`src/design/dsf_pkg.sv`:
```
/*
 File holds the constants of the serial frame timing block.
 Assumes a 25 MHz ref_clk and a host that samples serial data on falling clock edges.
*/
// Overview of operation
// - Frames are 24 bits, or 32 with CRC.
// - Surplus rising edges shift out zeros.
// - Strobe held low: update within 1.5 us.
// - Strobe edge: update within 600 ns/2 us.
// - Readback bit launched after rising edge.
`default_nettype none
package dsf_pkg;
   // -----------------------------------------------------------------
   // Frame layout
   // -----------------------------------------------------------------
   localparam int FRAME_BITS = 24;
   localparam int FRAME_BITS_CRC = 32;
   localparam logic [7:0] DAC_CODE_ADDR = 8'h01;
   localparam logic [7:0] OUT_CFG_ADDR = 8'h06;
   // -----------------------------------------------------------------
   // Timing
   // -----------------------------------------------------------------
   localparam int CLK_MHZ = 25;
   localparam int SYNC_RESP_NS = 1500;
   localparam int LOAD_FAST_NS = 600;
   localparam int LOAD_SLEW_NS = 2000;
   // Longest times round down.
   localparam int SYNC_RESP_CYC = SYNC_RESP_NS * CLK_MHZ / 1000;
   localparam int LOAD_FAST_CYC = LOAD_FAST_NS * CLK_MHZ / 1000;
   localparam int LOAD_SLEW_CYC = LOAD_SLEW_NS * CLK_MHZ / 1000;
   // Core answers after a short fixed pipeline, well inside every limit.
   localparam int UPDATE_LAT_CYC = 4;
   localparam logic [15:0] CODE_RST = 16'h0000;
endpackage : dsf_pkg
`default_nettype wire

```
`src/design/dsf_frame.sv`:
```
/*
 File holds the serial frame receiver with readback and output update timing.
 Assumes serial pins already synchronous to ref_clk; the host keeps its own gaps.
*/
`default_nettype none
module dsf_frame
   import dsf_pkg::*;
(
   input wire logic ref_clk,
   input wire logic nrst,
   input wire logic sclk,
   input wire logic frame_sync_n,
   input wire logic sdi,
   input wire logic load_dac_n,
   input wire logic crc_en,
   input wire logic slew_en,
   input wire logic autostatus_en,
   input wire logic [23:0] status_word,
   output logic sdo,
   output logic [15:0] dac_out,
   output logic out_update,
   output logic frame_done,
   output logic [23:0] frame_data
);
   // Elaboration checks: both countdowns must fit the delay counter and their limits.
   if (UPDATE_LAT_CYC < 1 || UPDATE_LAT_CYC > LOAD_FAST_CYC) begin : g_lat_chk
      $error("Update latency out of range.");
   end
   if (LOAD_SLEW_CYC < 3 || LOAD_SLEW_CYC > 257) begin : g_slew_chk
      $error("Slew wait does not fit the delay counter.");
   end

   // -----------------------------------------------------------------
   // Serial receive
   // -----------------------------------------------------------------
   logic sclk_q, sclk_d, fs_q, fs_d, ld_q, ld_d;
   logic [5:0] cnt_q, cnt_d;
   logic [31:0] sh_q, sh_d;
   logic [23:0] rb_q, rb_d;
   logic sdo_q, sdo_d, done_q, done_d;
   logic [23:0] fdat_q, fdat_d;
   logic [15:0] code_in_q, code_in_d;
   logic pend_q, pend_d;
   logic fall, rise, sync_rise, ld_fall;
   logic [5:0] need;

   assign fall = sclk_q & ~sclk;
   assign rise = ~sclk_q & sclk;
   assign sync_rise = ~fs_q & frame_sync_n;
   assign ld_fall = ld_q & ~load_dac_n;
   assign need = crc_en ? 6'(FRAME_BITS_CRC) : 6'(FRAME_BITS);

   // Bits are taken on falling edges; readback moves on rising edges.
   always_comb begin
      sclk_d = sclk;
      fs_d = frame_sync_n;
      ld_d = load_dac_n;
      cnt_d = cnt_q;
      sh_d = sh_q;
      rb_d = rb_q;
      sdo_d = sdo_q;
      done_d = 1'b0;
      fdat_d = fdat_q;
      code_in_d = code_in_q;
      pend_d = pend_q;
      // A code is offered to the held-strobe path once, so a later frame to
      // another register cannot replay an old code. A new write below wins.
      if (done_q) begin
         pend_d = 1'b0;
      end
      if (fs_q && !frame_sync_n) begin
         cnt_d = 6'h00;
         rb_d = autostatus_en ? status_word : 24'h000000;
      end
      if (!frame_sync_n && fall && cnt_q < need) begin
         sh_d = {sh_q[30:0], sdi};
         cnt_d = cnt_q + 6'h01;
      end
      if (!frame_sync_n && rise) begin
         sdo_d = (cnt_q < 6'(FRAME_BITS)) ? rb_q[23] : 1'b0;
         rb_d = {rb_q[22:0], 1'b0};
      end
      if (frame_sync_n) begin
         sdo_d = 1'b0;
      end
      // A short frame is dropped; only a full count is accepted.
      if (sync_rise && cnt_q == need) begin
         done_d = 1'b1;
         fdat_d = crc_en ? sh_q[31:8] : sh_q[23:0];
         if (fdat_d[23:16] == DAC_CODE_ADDR) begin
            code_in_d = fdat_d[15:0];
            pend_d = 1'b1;
         end
      end
   end

   always_ff @(posedge ref_clk or negedge nrst) begin
      if (!nrst) begin
         sclk_q <= 1'b0;
         fs_q <= 1'b1;
         ld_q <= 1'b1;
         cnt_q <= 6'h00;
         sh_q <= 32'h00000000;
         rb_q <= 24'h000000;
         sdo_q <= 1'b0;
         done_q <= 1'b0;
         fdat_q <= 24'h000000;
         code_in_q <= CODE_RST;
         pend_q <= 1'b0;
      end else begin
         sclk_q <= sclk_d;
         fs_q <= fs_d;
         ld_q <= ld_d;
         cnt_q <= cnt_d;
         sh_q <= sh_d;
         rb_q <= rb_d;
         sdo_q <= sdo_d;
         done_q <= done_d;
         fdat_q <= fdat_d;
         code_in_q <= code_in_d;
         pend_q <= pend_d;
      end
   end

   // -----------------------------------------------------------------
   // Output update
   // -----------------------------------------------------------------
   logic [7:0] dly_q, dly_d;
   logic [15:0] out_q, out_d;
   logic upd_q, upd_d;
   logic busy_q, busy_d;
   logic [7:0] slew_wait;

   // Slew mode spends the longer budget, traded for a gentler core step.
   assign slew_wait = slew_en ? 8'(LOAD_SLEW_CYC - 2) : 8'(UPDATE_LAT_CYC);

   // A DAC code write with the strobe held low, or a strobe edge, starts the countdown.
   always_comb begin
      dly_d = dly_q;
      out_d = out_q;
      upd_d = 1'b0;
      busy_d = busy_q;
      if (busy_q) begin
         if (dly_q == 8'h00) begin
            out_d = code_in_q;
            upd_d = 1'b1;
            busy_d = 1'b0;
         end else begin
            dly_d = dly_q - 8'h01;
         end
      end else if (done_q && !load_dac_n && pend_q) begin
         busy_d = 1'b1;
         dly_d = 8'(UPDATE_LAT_CYC);
      end else if (ld_fall) begin
         busy_d = 1'b1;
         dly_d = slew_wait;
      end
   end

   always_ff @(posedge ref_clk or negedge nrst) begin
      if (!nrst) begin
         dly_q <= 8'h00;
         out_q <= CODE_RST;
         upd_q <= 1'b0;
         busy_q <= 1'b0;
      end else begin
         dly_q <= dly_d;
         out_q <= out_d;
         upd_q <= upd_d;
         busy_q <= busy_d;
      end
   end

   assign sdo = sdo_q;
   assign dac_out = out_q;
   assign out_update = upd_q;
   assign frame_done = done_q;
   assign frame_data = fdat_q;
endmodule : dsf_frame
`default_nettype wire

```
`config.mk`:
```
export PLATFORM = sky130hd
export DESIGN_NAME = dsf_frame
export DESIGN_NICKNAME = d
export VERILOG_FILES = /design/src/design/dsf_pkg.sv /design/src/design/dsf_frame.sv
export SDC_FILE = /design/constraint.sdc
export NUM_CORES = 1
export LEC_CHECK = 0
export BUFFER_PORTS_ARGS = -buffer_cell sky130_fd_sc_hd__buf_2
export CAP_MARGIN = 20
export CORE_UTILIZATION = 50
export DETAILED_ROUTE_END_ITERATION = 8
export PLACE_DENSITY = 0.74
export SYNTH_ARGS = -nofsm -noshare
export SYNTH_HDL_FRONTEND = slang
export SYNTH_SLANG_ARGS = --single-unit
```
`constraint.sdc`:
```
create_clock -name ref_clk -period 4.1 [get_ports ref_clk]
set_input_delay 0.205 -clock ref_clk [delete_from_list [all_inputs] [get_ports ref_clk]]
set_output_delay 0.205 -clock ref_clk [all_outputs]
set_load 0.02 [all_outputs]
```
### Yosys cells after proc, flatten, opt, wreduce, memory -nomap -nowiden

Index checks and enable logic that the tools add are counted.

* register bits: 134
* latch bits: 0
* bits in writable memories: 0
* memory bits (read-only): 0
* bits of input ports: 33
* memories: 0

* add/sub/neg operators: 2
* multipliers: 0
* divide/modulo/power cells: 0
* magnitude comparators: 2
* equality and inequality tests: 3
* shifts and indexed selects: 0
* multiplexer cells: 25
* bitwise operators: 8
* reductions and logical operators: 17

Operators with widths (number)
* 24-bit two-way mux: 4
* 8-bit two-way mux: 4
* 6-bit two-way mux: 4
* 1-bit two-way mux: 13
* 8-bit by 1-bit == test with 1-bit output, second input constant: 1
* 8-bit logical NOT: 1
* 8-bit by 1-bit subtractor with 8-bit output, second input constant: 1
* 1-bit logical AND: 7
* 6-bit by 1-bit adder with 6-bit output, second input constant: 1
* 6-bit == test: 1
* 6-bit by 5-bit < comparator with 1-bit output, second input constant: 1
* 6-bit < comparator: 1
* 2-bit AND reduction: 3
* 2-bit nonzero test: 3
* 1-bit bitwise AND: 4
* 1-bit NOT: 4
* 3-bit nonzero test: 1
* 1-bit logical NOT: 2
* 2-bit != test, second input constant: 1

### Logic depth before layout (Yosys ltp)

Gate-level depths: netlist of the first run.

* depth after elaboration: 5
* depth in mapped cells: 10
* depth with buffers taken out: 6

### Worst setup path after synthesis of the first run

Ideal clock, no wire load.

* path type: input to register
* from: input crc_en
* to: register sh_q[22]
* setup time: 0.127 ns
* arrival: 2.061 ns
* required time: 3.973 ns
* path slack: 1.911 ns
* stages on the path: 8
* buffers on the path: 3
* cells stage by stage: buf_2 -> buf_2 -> inv_1 -> ha_1 -> nor4b_4 -> and2_4 -> buf_8 -> mux2_1

* cells in the longest elaborated chain, start to end: 3

Ends and longest elaborated chain
* start: declaration: RTL line dsf_frame.sv:15 `input wire logic crc_en,`
* 6-bit two-way mux: RTL line dsf_frame.sv:51 `assign need = crc_en ? 6'(FRAME_BITS_CRC) : 6'(FRAME_BITS);`
* 6-bit < comparator: RTL line dsf_frame.sv:75 `if (!frame_sync_n && fall && cnt_q < need) begin`
* 1-bit logical AND: RTL line dsf_frame.sv:75
* end signal: assignment: RTL line dsf_frame.sv:103 `sh_q <= 32'h00000000;`
* end signal: assignment: RTL line dsf_frame.sv:115 `sh_q <= sh_d;`
* end: declaration: RTL line dsf_frame.sv:38 `logic [31:0] sh_q, sh_d;`

Every way passes these cells.
A chain may end at the register's enable or synchronous reset.

### Worst setup path in the final report of the first run

* from: input crc_en
* to: register fdat_q[1], in the netlist frame_data[1]

* cells in the longest elaborated chain, start to end: 3

Ends and longest elaborated chain
* 6-bit two-way mux: RTL line dsf_frame.sv:51
* 6-bit == test: RTL line dsf_frame.sv:87 `if (sync_rise && cnt_q == need) begin`
* 1-bit logical AND: RTL line dsf_frame.sv:87
* end signal: assignment: RTL line dsf_frame.sv:119 `fdat_q <= fdat_d;`
* end: declaration: RTL line dsf_frame.sv:41 `logic [23:0] fdat_q, fdat_d;`

Parallel ways exist; a longest one is shown, timed or not.

==> results.cfg, run 1 <==
[power_and_ir_drop]
total_power_uw = 3919
p_switching_uw = 1171
power_density_nw_per_um2 = 546.3
p_int_uw = 2747
peakVddDrop_uv = 358.5
clock_power_share = 0.381
pwr-share-comb = 0.179
power_leakage_uw = 0.003559
swShare = 0.2989
p_seq_frac = 0.440

[timing]
slew_headroom = 0.4581
rsz0062_at_grt = false
fin_crit_sh = 0.6203
setup_viol = 0
fmax_mhz = 393.2
drv_slew = 0
hold_violations = 0
timing.hold.ws_ps = 34.00
fin_skew_ps = 7.439
fin_tns_setup_ps = 0
worst_pin_slew_ps = 810.4
layout_min_cycle_time_ps = 2543

[placed_design]
port_buffers = 75
dp.cells = 732
placed_area_um2 = 6529
gp_congestion = 0.8119
dp_hpwl_um = 8407

[logic_synthesis]
syn-num-nets = 578
yosysMostFrequentCell = dfrtp_1
syn_area_um2 = 6138
synth_area_per_cell_um2 = 11.41
syn_inst = 538
synth_ff_type = dfrtp_1
synth_top_area_cell = dfrtp_1
synth.yosys.seq_area_share = 0.5467
yosys-top-cells-area = dfrtp_1, mux2_4, mux2i_1, mux2_2, a21oi_1
synth_edf_count = 0
yosys_warnings = 0
synthArstFlopShare = 1.000
synth_seq_cells = 134
synth_commonest_cells = dfrtp_1, a21oi_1, nand2_1
synth_top_area_frac = 0.5381
synth_cell_type_count = 58

[final_layout]
drive_above_1_share = 0.2685
diodes = 0
area_growth_pct = 16.86
nNetsFinal = 649
final_cell_area_um2 = 7173
fill_cells = 991
stdcell_count = 769

[global_routing]
use_met2 = 0.3272
grt_pass1_vias = 4264
grt_max_degree = 58
grt.busiest_layer = met2
grt_overflow = 0
grt_use_total = 0.2173
grt_pass1_wl_um = 21590
grt_util_met3 = 0.06106
antenna_found_initial = 0
met1_usage = 0.3110

[die]
core_um2 = 12010
pin_count = 76
rows = 40
die_area_um2 = 12720
fp.dieH_um = 112.8
initial_core_util = 0.5110
die_w_um = 112.8

[setup_path]
r2r-end = sh_q[30]
crit_path_end_kind = flop
cp-start-kind = primary input
r2r_slack_ps = 1680
required_ps = 4430
reg2reg_from = cnt_q[4]
r2r_cells = 5
critPathKind = primary input to flop
worstPathArrival_ps = 2880
crit_path_max_fanout = 32

[routing]
final_antenna_net_count = 0
wirelength_um = 12800
route.detailed.drc = 0
avgRoutedWirePerCell_um = 16.64
viasPerCell = 5.681
dr.pass1.iters = 7
vias = 4369
drt_iter0_drc = 309

[cts]
post_cts_resized = 0
clock_path_buffers = 2
cts_setup_buffers = 0
clk_pin_slew_worst_paths_ps = 60
clk_latency_ps = 410
cts_tree = done
cts_buffers = 17
htreeDepth = 4
numClockSinks = 134
root_buffer = clkbuf_16

[worst_hold_path]
hold_depth = 2
hold_class = primary input to flop
hold_start = sdi
min_to = sh_q[0]

[outcome]
outcome = completed

[job]
cap_violations = 0
==> cell families (layout without fill, tap and decap cells) <==
logic type	after synthesis	in the layout	share of synthesized area
and+or+nand+nor	173	173	0.1525
DFF	134	134	0.5467
AOI/OAI and AO/OA	105	105	0.09784
muxes	75	75	0.1443
buffers and inverters	40	124	0.03873
adders and majority gates	7	7	0.01427
xor gates and xnor gates	4	4	0.005708
==> cells in the final DEF, fill, tap and decap left out, drive strengths merged, types with 2 or more instances in the layout <==
master / n
xor2: 2
and3: 23
nor2b: 2
nor2: 37
inv: 10
ha: 7
and4: 4
buf: 81
nand2: 49
nand4: 5
dfstp: 2
nor3: 2
a22oi: 17
nand3: 27
mux2: 48
or3b: 2
nor4b: 5
nor4: 3
nand2b: 5
o311ai: 2
a21oi: 49
bufinv: 2
clkinv: 6
xnor2: 2
dfrtp: 132
clkbuf: 18
mux2i: 27
o21ai: 29
nor3b: 2
dlygate4sd3: 4
clkinvlp: 3
==> power groups by stage <==
stage / logic, uW / registers (uW) / clock network [uW]
5_1_grt: 782 / 1750 / 1580
2_1_floorplan: 379 / 1810 / 0
4_1_cts: 710 / 1720 / 1510
6_report: 700 / 1730 / 1490
3_5_place_dp: 702 / 1740 / 0
3_3_place_gp: 669 / 1730 / 0
==> state kept, by name (all words and copies together) (netlist names) <==
| signal | flops |
|---|---|
| dly_q | 8 |
| dac_out | 16 |
| ld_q | 1 |
| out_update | 1 |
| busy_q | 1 |
| fs_q | 1 |
| sdo | 1 |
| code_in_q | 16 |
| frame_done | 1 |
| sclk_q | 1 |
| rb_q | 24 |
| cnt_q | 6 |
| sh_q | 32 |
| frame_data | 24 |
| pend_q | 1 |
==> metrics by stage <==
stage / util / worst slack [ps]
3_3_place_gp: 0.5435 / 1339
3_5_place_dp: 0.5435 / 1151
6_report: 0.5972 / 1557
2_1_floorplan: - / 1911
4_1_cts: 0.5959 / 1584
5_1_grt: 0.5972 / 1320
==> routing by layer <==
layer  vias up  share of wire
li1       2069              -
met1      2171           0.48
met2       118           0.46
met3        11          0.046
met4         0         0.0099
met5         -              0
==> cell type report <==
class	instances	area, um^2	area share
clock inverter	14	150.1	0.02093
timing repair buffer	85	470.5	0.06559
inverter	7	26.28	0.003663
tap	147	183.9	0.02564
sequential	134	3356	0.4678
multi-input combinational	364	2547	0.3551
clock buffer	18	439.2	0.06122
==> how the worst max path moves through the flow <==
stage	from	endpoint	slack, ps	cells past startpoint
5_1_grt	crc_en	frame_data[13]	1320	8
4_1_cts	crc_en	frame_data[1]	1580	8
6_report	crc_en	frame_data[1]	1560	8
3_5_place_dp	crc_en	frame_data[1]	1150	8
2_1_floorplan	crc_en	sh_q[22]	1910	8
3_3_place_gp	crc_en	frame_data[17]	1340	8
==> worst max-delay path: stages <==
cell	delay (ps)
buf_2	600
inv_1	190
ha_1	350
and4bb_2	280
and4_1	600
buf_4	400
nor2_1	80
a21oi_1	130
==> what timing repair did <==
item,4_1_cts,5_1_grt
setup endpoints to repair,0,0
endpoints found under the hold margin,58,0
hold buffers,4,0
Note: power is estimated with default switching activity, not from simulation.
==> run 2, diff against run 1 <==
- clock period: 4.1 -> 2.4 ns (I/O delays scaled with it)
==> results.cfg, run 2 (same netlist as run 1, synthesis figures left out) <==
[placed_design]
port_buffers = 75
placed_area_um2 = 6601
dp.cells = 740
gp_congestion = 0.8159
dp_hpwl_um = 8340

[setup_path]
r2r_cells = 5
reg2reg_from = cnt_q[4]
critPathKind = flop to flop
crit_path_max_fanout = 30
r2r-end = sh_q[26]
cp-start-kind = flop
crit_path_top_delay_cell = and2_4
cpPeakStageDelay_ps = 520
required_ps = 2700
crit_chain = ha_1 -> nor2b_1 -> o21ai_1 -> and2_4 -> mux2_1
crit_path_end_kind = flop
worstPathArrival_ps = 2320
r2r_slack_ps = 370

[job]
cap_violations = 0

[timing]
fmax_mhz = 493.2
fin_crit_sh = 0.8448
layout_min_cycle_time_ps = 2028
rsz0062_at_grt = false
setup_viol = 0
hold_violations = 0
worst_pin_slew_ps = 1031
slew_headroom = 0.3127
fin_skew_ps = 4.953
fin_tns_setup_ps = 0
drv_slew = 0

[final_layout]
largest_register_ffs = 32
area_growth_pct = 18.75
nNetsFinal = 658
diodes = 0
stdcell_count = 778
drive_above_1_share = 0.2710
layout_commonest_cell = dfrtp_1
final_cell_area_um2 = 7289
layout_common_cells = dfrtp_1, buf_2, a21oi_1, nand2_1, nor2_1
regMostFlops = sh_q

[die]
rows = 40
fp.dieH_um = 112.8
initial_core_util = 0.5110
die_area_um2 = 12720
die_w_um = 112.8
core_um2 = 12010
pin_count = 76

[routing]
wirelength_um = 12690
viasPerCell = 5.613
vias = 4367
final_antenna_net_count = 0
drt_iter0_drc = 280
route.detailed.drc = 0
dr.pass1.iters = 5
avgRoutedWirePerCell_um = 16.31

[cts]
post_cts_resized = 0
clock_path_buffers = 2
clk_pin_slew_worst_paths_ps = 60
htreeDepth = 4
clk_latency_ps = 420
cts_buffers = 17
numClockSinks = 134
cts_tree = done
root_buffer = clkbuf_16

[worst_hold_path]
hold_class = primary input to flop
hold_depth = 4
hold_start = status_word[14]
min_to = rb_q[14]

[power_and_ir_drop]
power_leakage_uw = 0.003623
power_density_nw_per_um2 = 948.1
peakVddDrop_uv = 486.9

[global_routing]
grt_use_total = 0.2217
grt_pass1_vias = 4284
antenna_found_initial = 0
grt_overflow = 0
grt_pass1_wl_um = 21690
grt_max_degree = 68

[outcome]
outcome = completed
==> run 2: changes by cell type in the layout (fill, tap and decap cells not counted) <==
cell / previous run / this run
inv_6: 3 / 0
clkbuf_1: 0 / 3
clkbuf_8: 1 / 3
clkinv_4: 3 / 0
buf_4: 6 / 13
buf_8: 1 / 0
buf_12: 0 / 1
bufinv_16: 2 / 4
clkinvlp_4: 3 / 2
dlygate4sd3_1: 4 / 6
==> run 2: metal layers <==
layer,track usage,part of all wire
met5,0,0
met4,0.08000,0.013
met3,0.05838,0.047
met2,0.3337,0.46
met1,0.3107,0.48
==> run 2: worst max path at each step <==
stage	from	endpoint	slack, ps	cells past startpoint
floorplan	crc_en	sh_q[22]	300	8
global placement	cnt_q[4]	sh_q[30]	470	5
detailed placement	cnt_q[4]	sh_q[26]	390	5
CTS	cnt_q[4]	sh_q[26]	370	5
global route	cnt_q[4]	sh_q[25]	290	5
finish	cnt_q[4]	sh_q[26]	370	5
==> run 2: area by class of cell <==
class / count / area (um^2)
clock buffer: 23 / 478.0
clock inverter: 9 / 150.1
fill: 1004 / 4722
inverter: 7 / 26.28
multi-input combinational: 364 / 2547
sequential: 134 / 3356
tap: 147 / 183.9
timing repair buffer: 94 / 548.0
==> run 2: stage by stage <==
step	util	hold slack, ps	setup WS [ps]	total power, uW
finish	0.6069	108.4	372.4	6911
detailed placement	0.5496	109.9	388.8	4171
floorplan	-	-175.6	296.4	3738
global placement	0.5496	104.1	472.3	4110
CTS	0.6069	94.08	366.1	6962
global route	0.6069	105.7	293.8	7265
==> run 2: repair_timing <==
item                      CTS  global route
hold endpoints to repair   39             0
setup buffers               0             0
hold buffers                6             0
==> run 2: power breakdown <==
| group | switching (uW) | internal [uW] | leakage, uW |
|---|---|---|---|
| sequential | 331 | 2620 | 0.00177 |
| combinational | 683 | 518 | 0.00155 |
| clock | 943 | 1820 | 0.000303 |
==> run 2: critical path, delay by kind of cell (launching register included) <==
kind | cells | cell delay [ps]
AO/OA/AOI/OAI | 1 | 170
adder cells (fa/ha/maj) | 1 | 300
flip-flops | 1 | 410
multiplexers | 1 | 370
AND/OR/NAND/NOR | 2 | 650
==> run 3, diff against run 2 <==
- clock period: 2.4 -> 1.94 ns (I/O delays scaled with it)
==> results.cfg, run 3 (same netlist as run 1, synthesis figures left out) <==
[global_routing]
antenna_found_initial = 0
grt_pass1_wl_um = 22300
grt_overflow = 0
grt_max_degree = 62
grt_pass1_vias = 4452
grt_use_total = 0.2235

[timing]
slew_headroom = 0.6035
setup_slack_ps = 96.51
layout_min_cycle_time_ps = 1843
fmax_mhz = 542.5
fin_skew_ps = 5.636
worst_pin_slew_ps = 586.5
timing.hold.ws_ps = 89.31
rsz0062_at_grt = false
setup_viol = 0
drv_slew = 0
fin_crit_sh = 0.9503
hold_violations = 0

[setup_path]
reg2reg_from = cnt_q[3]
crit_path_end_kind = flop
r2r_slack_ps = 100
crit_path_max_fanout = 16
crit_path_top_delay_cell = dfrtp_1
critPathKind = flop to flop
cp-start-kind = flop
required_ps = 2230
cp-startpoint = cnt_q[3]
cp_top_family = simple AND/OR/NAND/NOR gates
critPathBufInv = 2
cpPeakStageDelay_ps = 410
crit_chain = inv_1 -> ha_1 -> and4b_1 -> and4_1 -> buf_12 -> a22oi_1 -> nand2_1
worstPathArrival_ps = 2140

[placed_design]
gp_congestion = 0.8479
dp_slack_ps = -28.88
dp_hpwl_um = 8821
port_buffers = 75

[cts]
numClockSinks = 134
clk_latency_ps = 410
cts_buffers = 17
root_buffer = clkbuf_16
cts_tree = done
clk_pin_slew_worst_paths_ps = 60
htreeDepth = 4
clock_path_buffers = 2

[final_layout]
fill_cells = 950
largest_register_ffs = 32
nNetsFinal = 670
regMostFlops = sh_q
drive_above_1_share = 0.2955
diodes = 0
layout_common_cells = dfrtp_1, buf_2, a21oi_1, nand2_1, nor2_1
utilization = 0.6269
layout_commonest_cell = dfrtp_1
area_growth_pct = 22.67

[worst_hold_path]
hold_start = status_word[21]
hold_class = primary input to flop

[routing]
avgRoutedWirePerCell_um = 17.13
wirelength_um = 13530
drt_iter0_drc = 430
final_antenna_net_count = 0
vias = 4504
dr.pass1.iters = 5
viasPerCell = 5.701
route.detailed.drc = 0

[power_and_ir_drop]
total_power_uw = 8990
power_leakage_uw = 0.003735
power_density_nw_per_um2 = 1194
peakVddDrop_uv = 537.0

[job]
cap_violations = 0

[die]
initial_core_util = 0.5110
core_um2 = 12010
rows = 40
fp.dieH_um = 112.8
pin_count = 76
die_w_um = 112.8
die_area_um2 = 12720

[outcome]
outcome = completed
run 3: cell types whose count changed in the layout (fill, tap and decap cells not counted):
cell	delta
clkbuf_16	+1
buf_4	+8
a22oi_2	+2
and4_1	-2
o21ai_1	-1
clkbuf_8	-1
o21ai_2	+1
and4_4	+2
clkinv_4	+2
a22oi_1	-2
bufinv_16	+3
clkinv_2	-2
clkbuf_1	-2
buf_12	+3
run 3: per-stage QoR:
step           setup TNS [ps]  instance area (um^2)  cells
2_1_floorplan               0                  6155    538
3_3_place_gp                0                  6703    748
3_5_place_dp           -28.88                  6703    748
4_1_cts                     0                  7468    786
5_1_grt                     0                  7530    790
6_report                    0                  7530    790
run 3: routing by layer:
metal	part of all wire	global-route usage	up-vias
met5	0	0	-
met4	0.015	0.08622	0
met3	0.034	0.04606	24
met2	0.49	0.3502	96
met1	0.46	0.3078	2270
li1	-	-	2114
run 3: report_power, final:
part | switching (uW) | total (uW) | leakage (uW) | internal [uW]
clock | 1200 | 3810 | 0.000336 | 2610
sequential | 407 | 3650 | 0.00177 | 3240
combinational | 873 | 1540 | 0.00163 | 664
run 3: cell type report:
cell class | count | area [um^2] | share of cell area
Inverter | 7 | 26.28 | 0.003490
Clock buffer | 20 | 456.7 | 0.06065
Clock inverter | 12 | 247.7 | 0.03290
Sequential cell | 134 | 3356 | 0.4457
Tap cell | 147 | 183.9 | 0.02443
Multi-Input combinational cell | 364 | 2566 | 0.3408
Timing Repair Buffer | 106 | 693.2 | 0.09206
run 3: path summary, 6_finish.rpt:
| path | to | depth (start not counted) |
|---|---|---|
| setup / recovery | code_in_q[10] | 7 |
| hold reg to reg | rb_q[1] | 2 |
| setup reg to reg | code_in_q[10] | 7 |
| hold / removal | rb_q[21] | 4 |
| max in group asynchronous | sh_q[1] | 3 |
| min in group asynchronous | frame_data[18] | 2 |
run 3: worst reg2reg max path, cell delays in order (launching register included):
cell and delay, ps:
dfrtp_1 410, inv_1 90, ha_1 320, and4b_1 210
and4_1 230, buf_12 160, a22oi_1 220, nand2_1 100
run 3: repair_timing:
action                                  CTS  global route
endpoints found under the hold margin    37             0
setup buffers                             0             3
gates cloned                              0             1
resized for setup                         1             5
hold buffers                              6             0
endpoints found under the setup margin   14            40
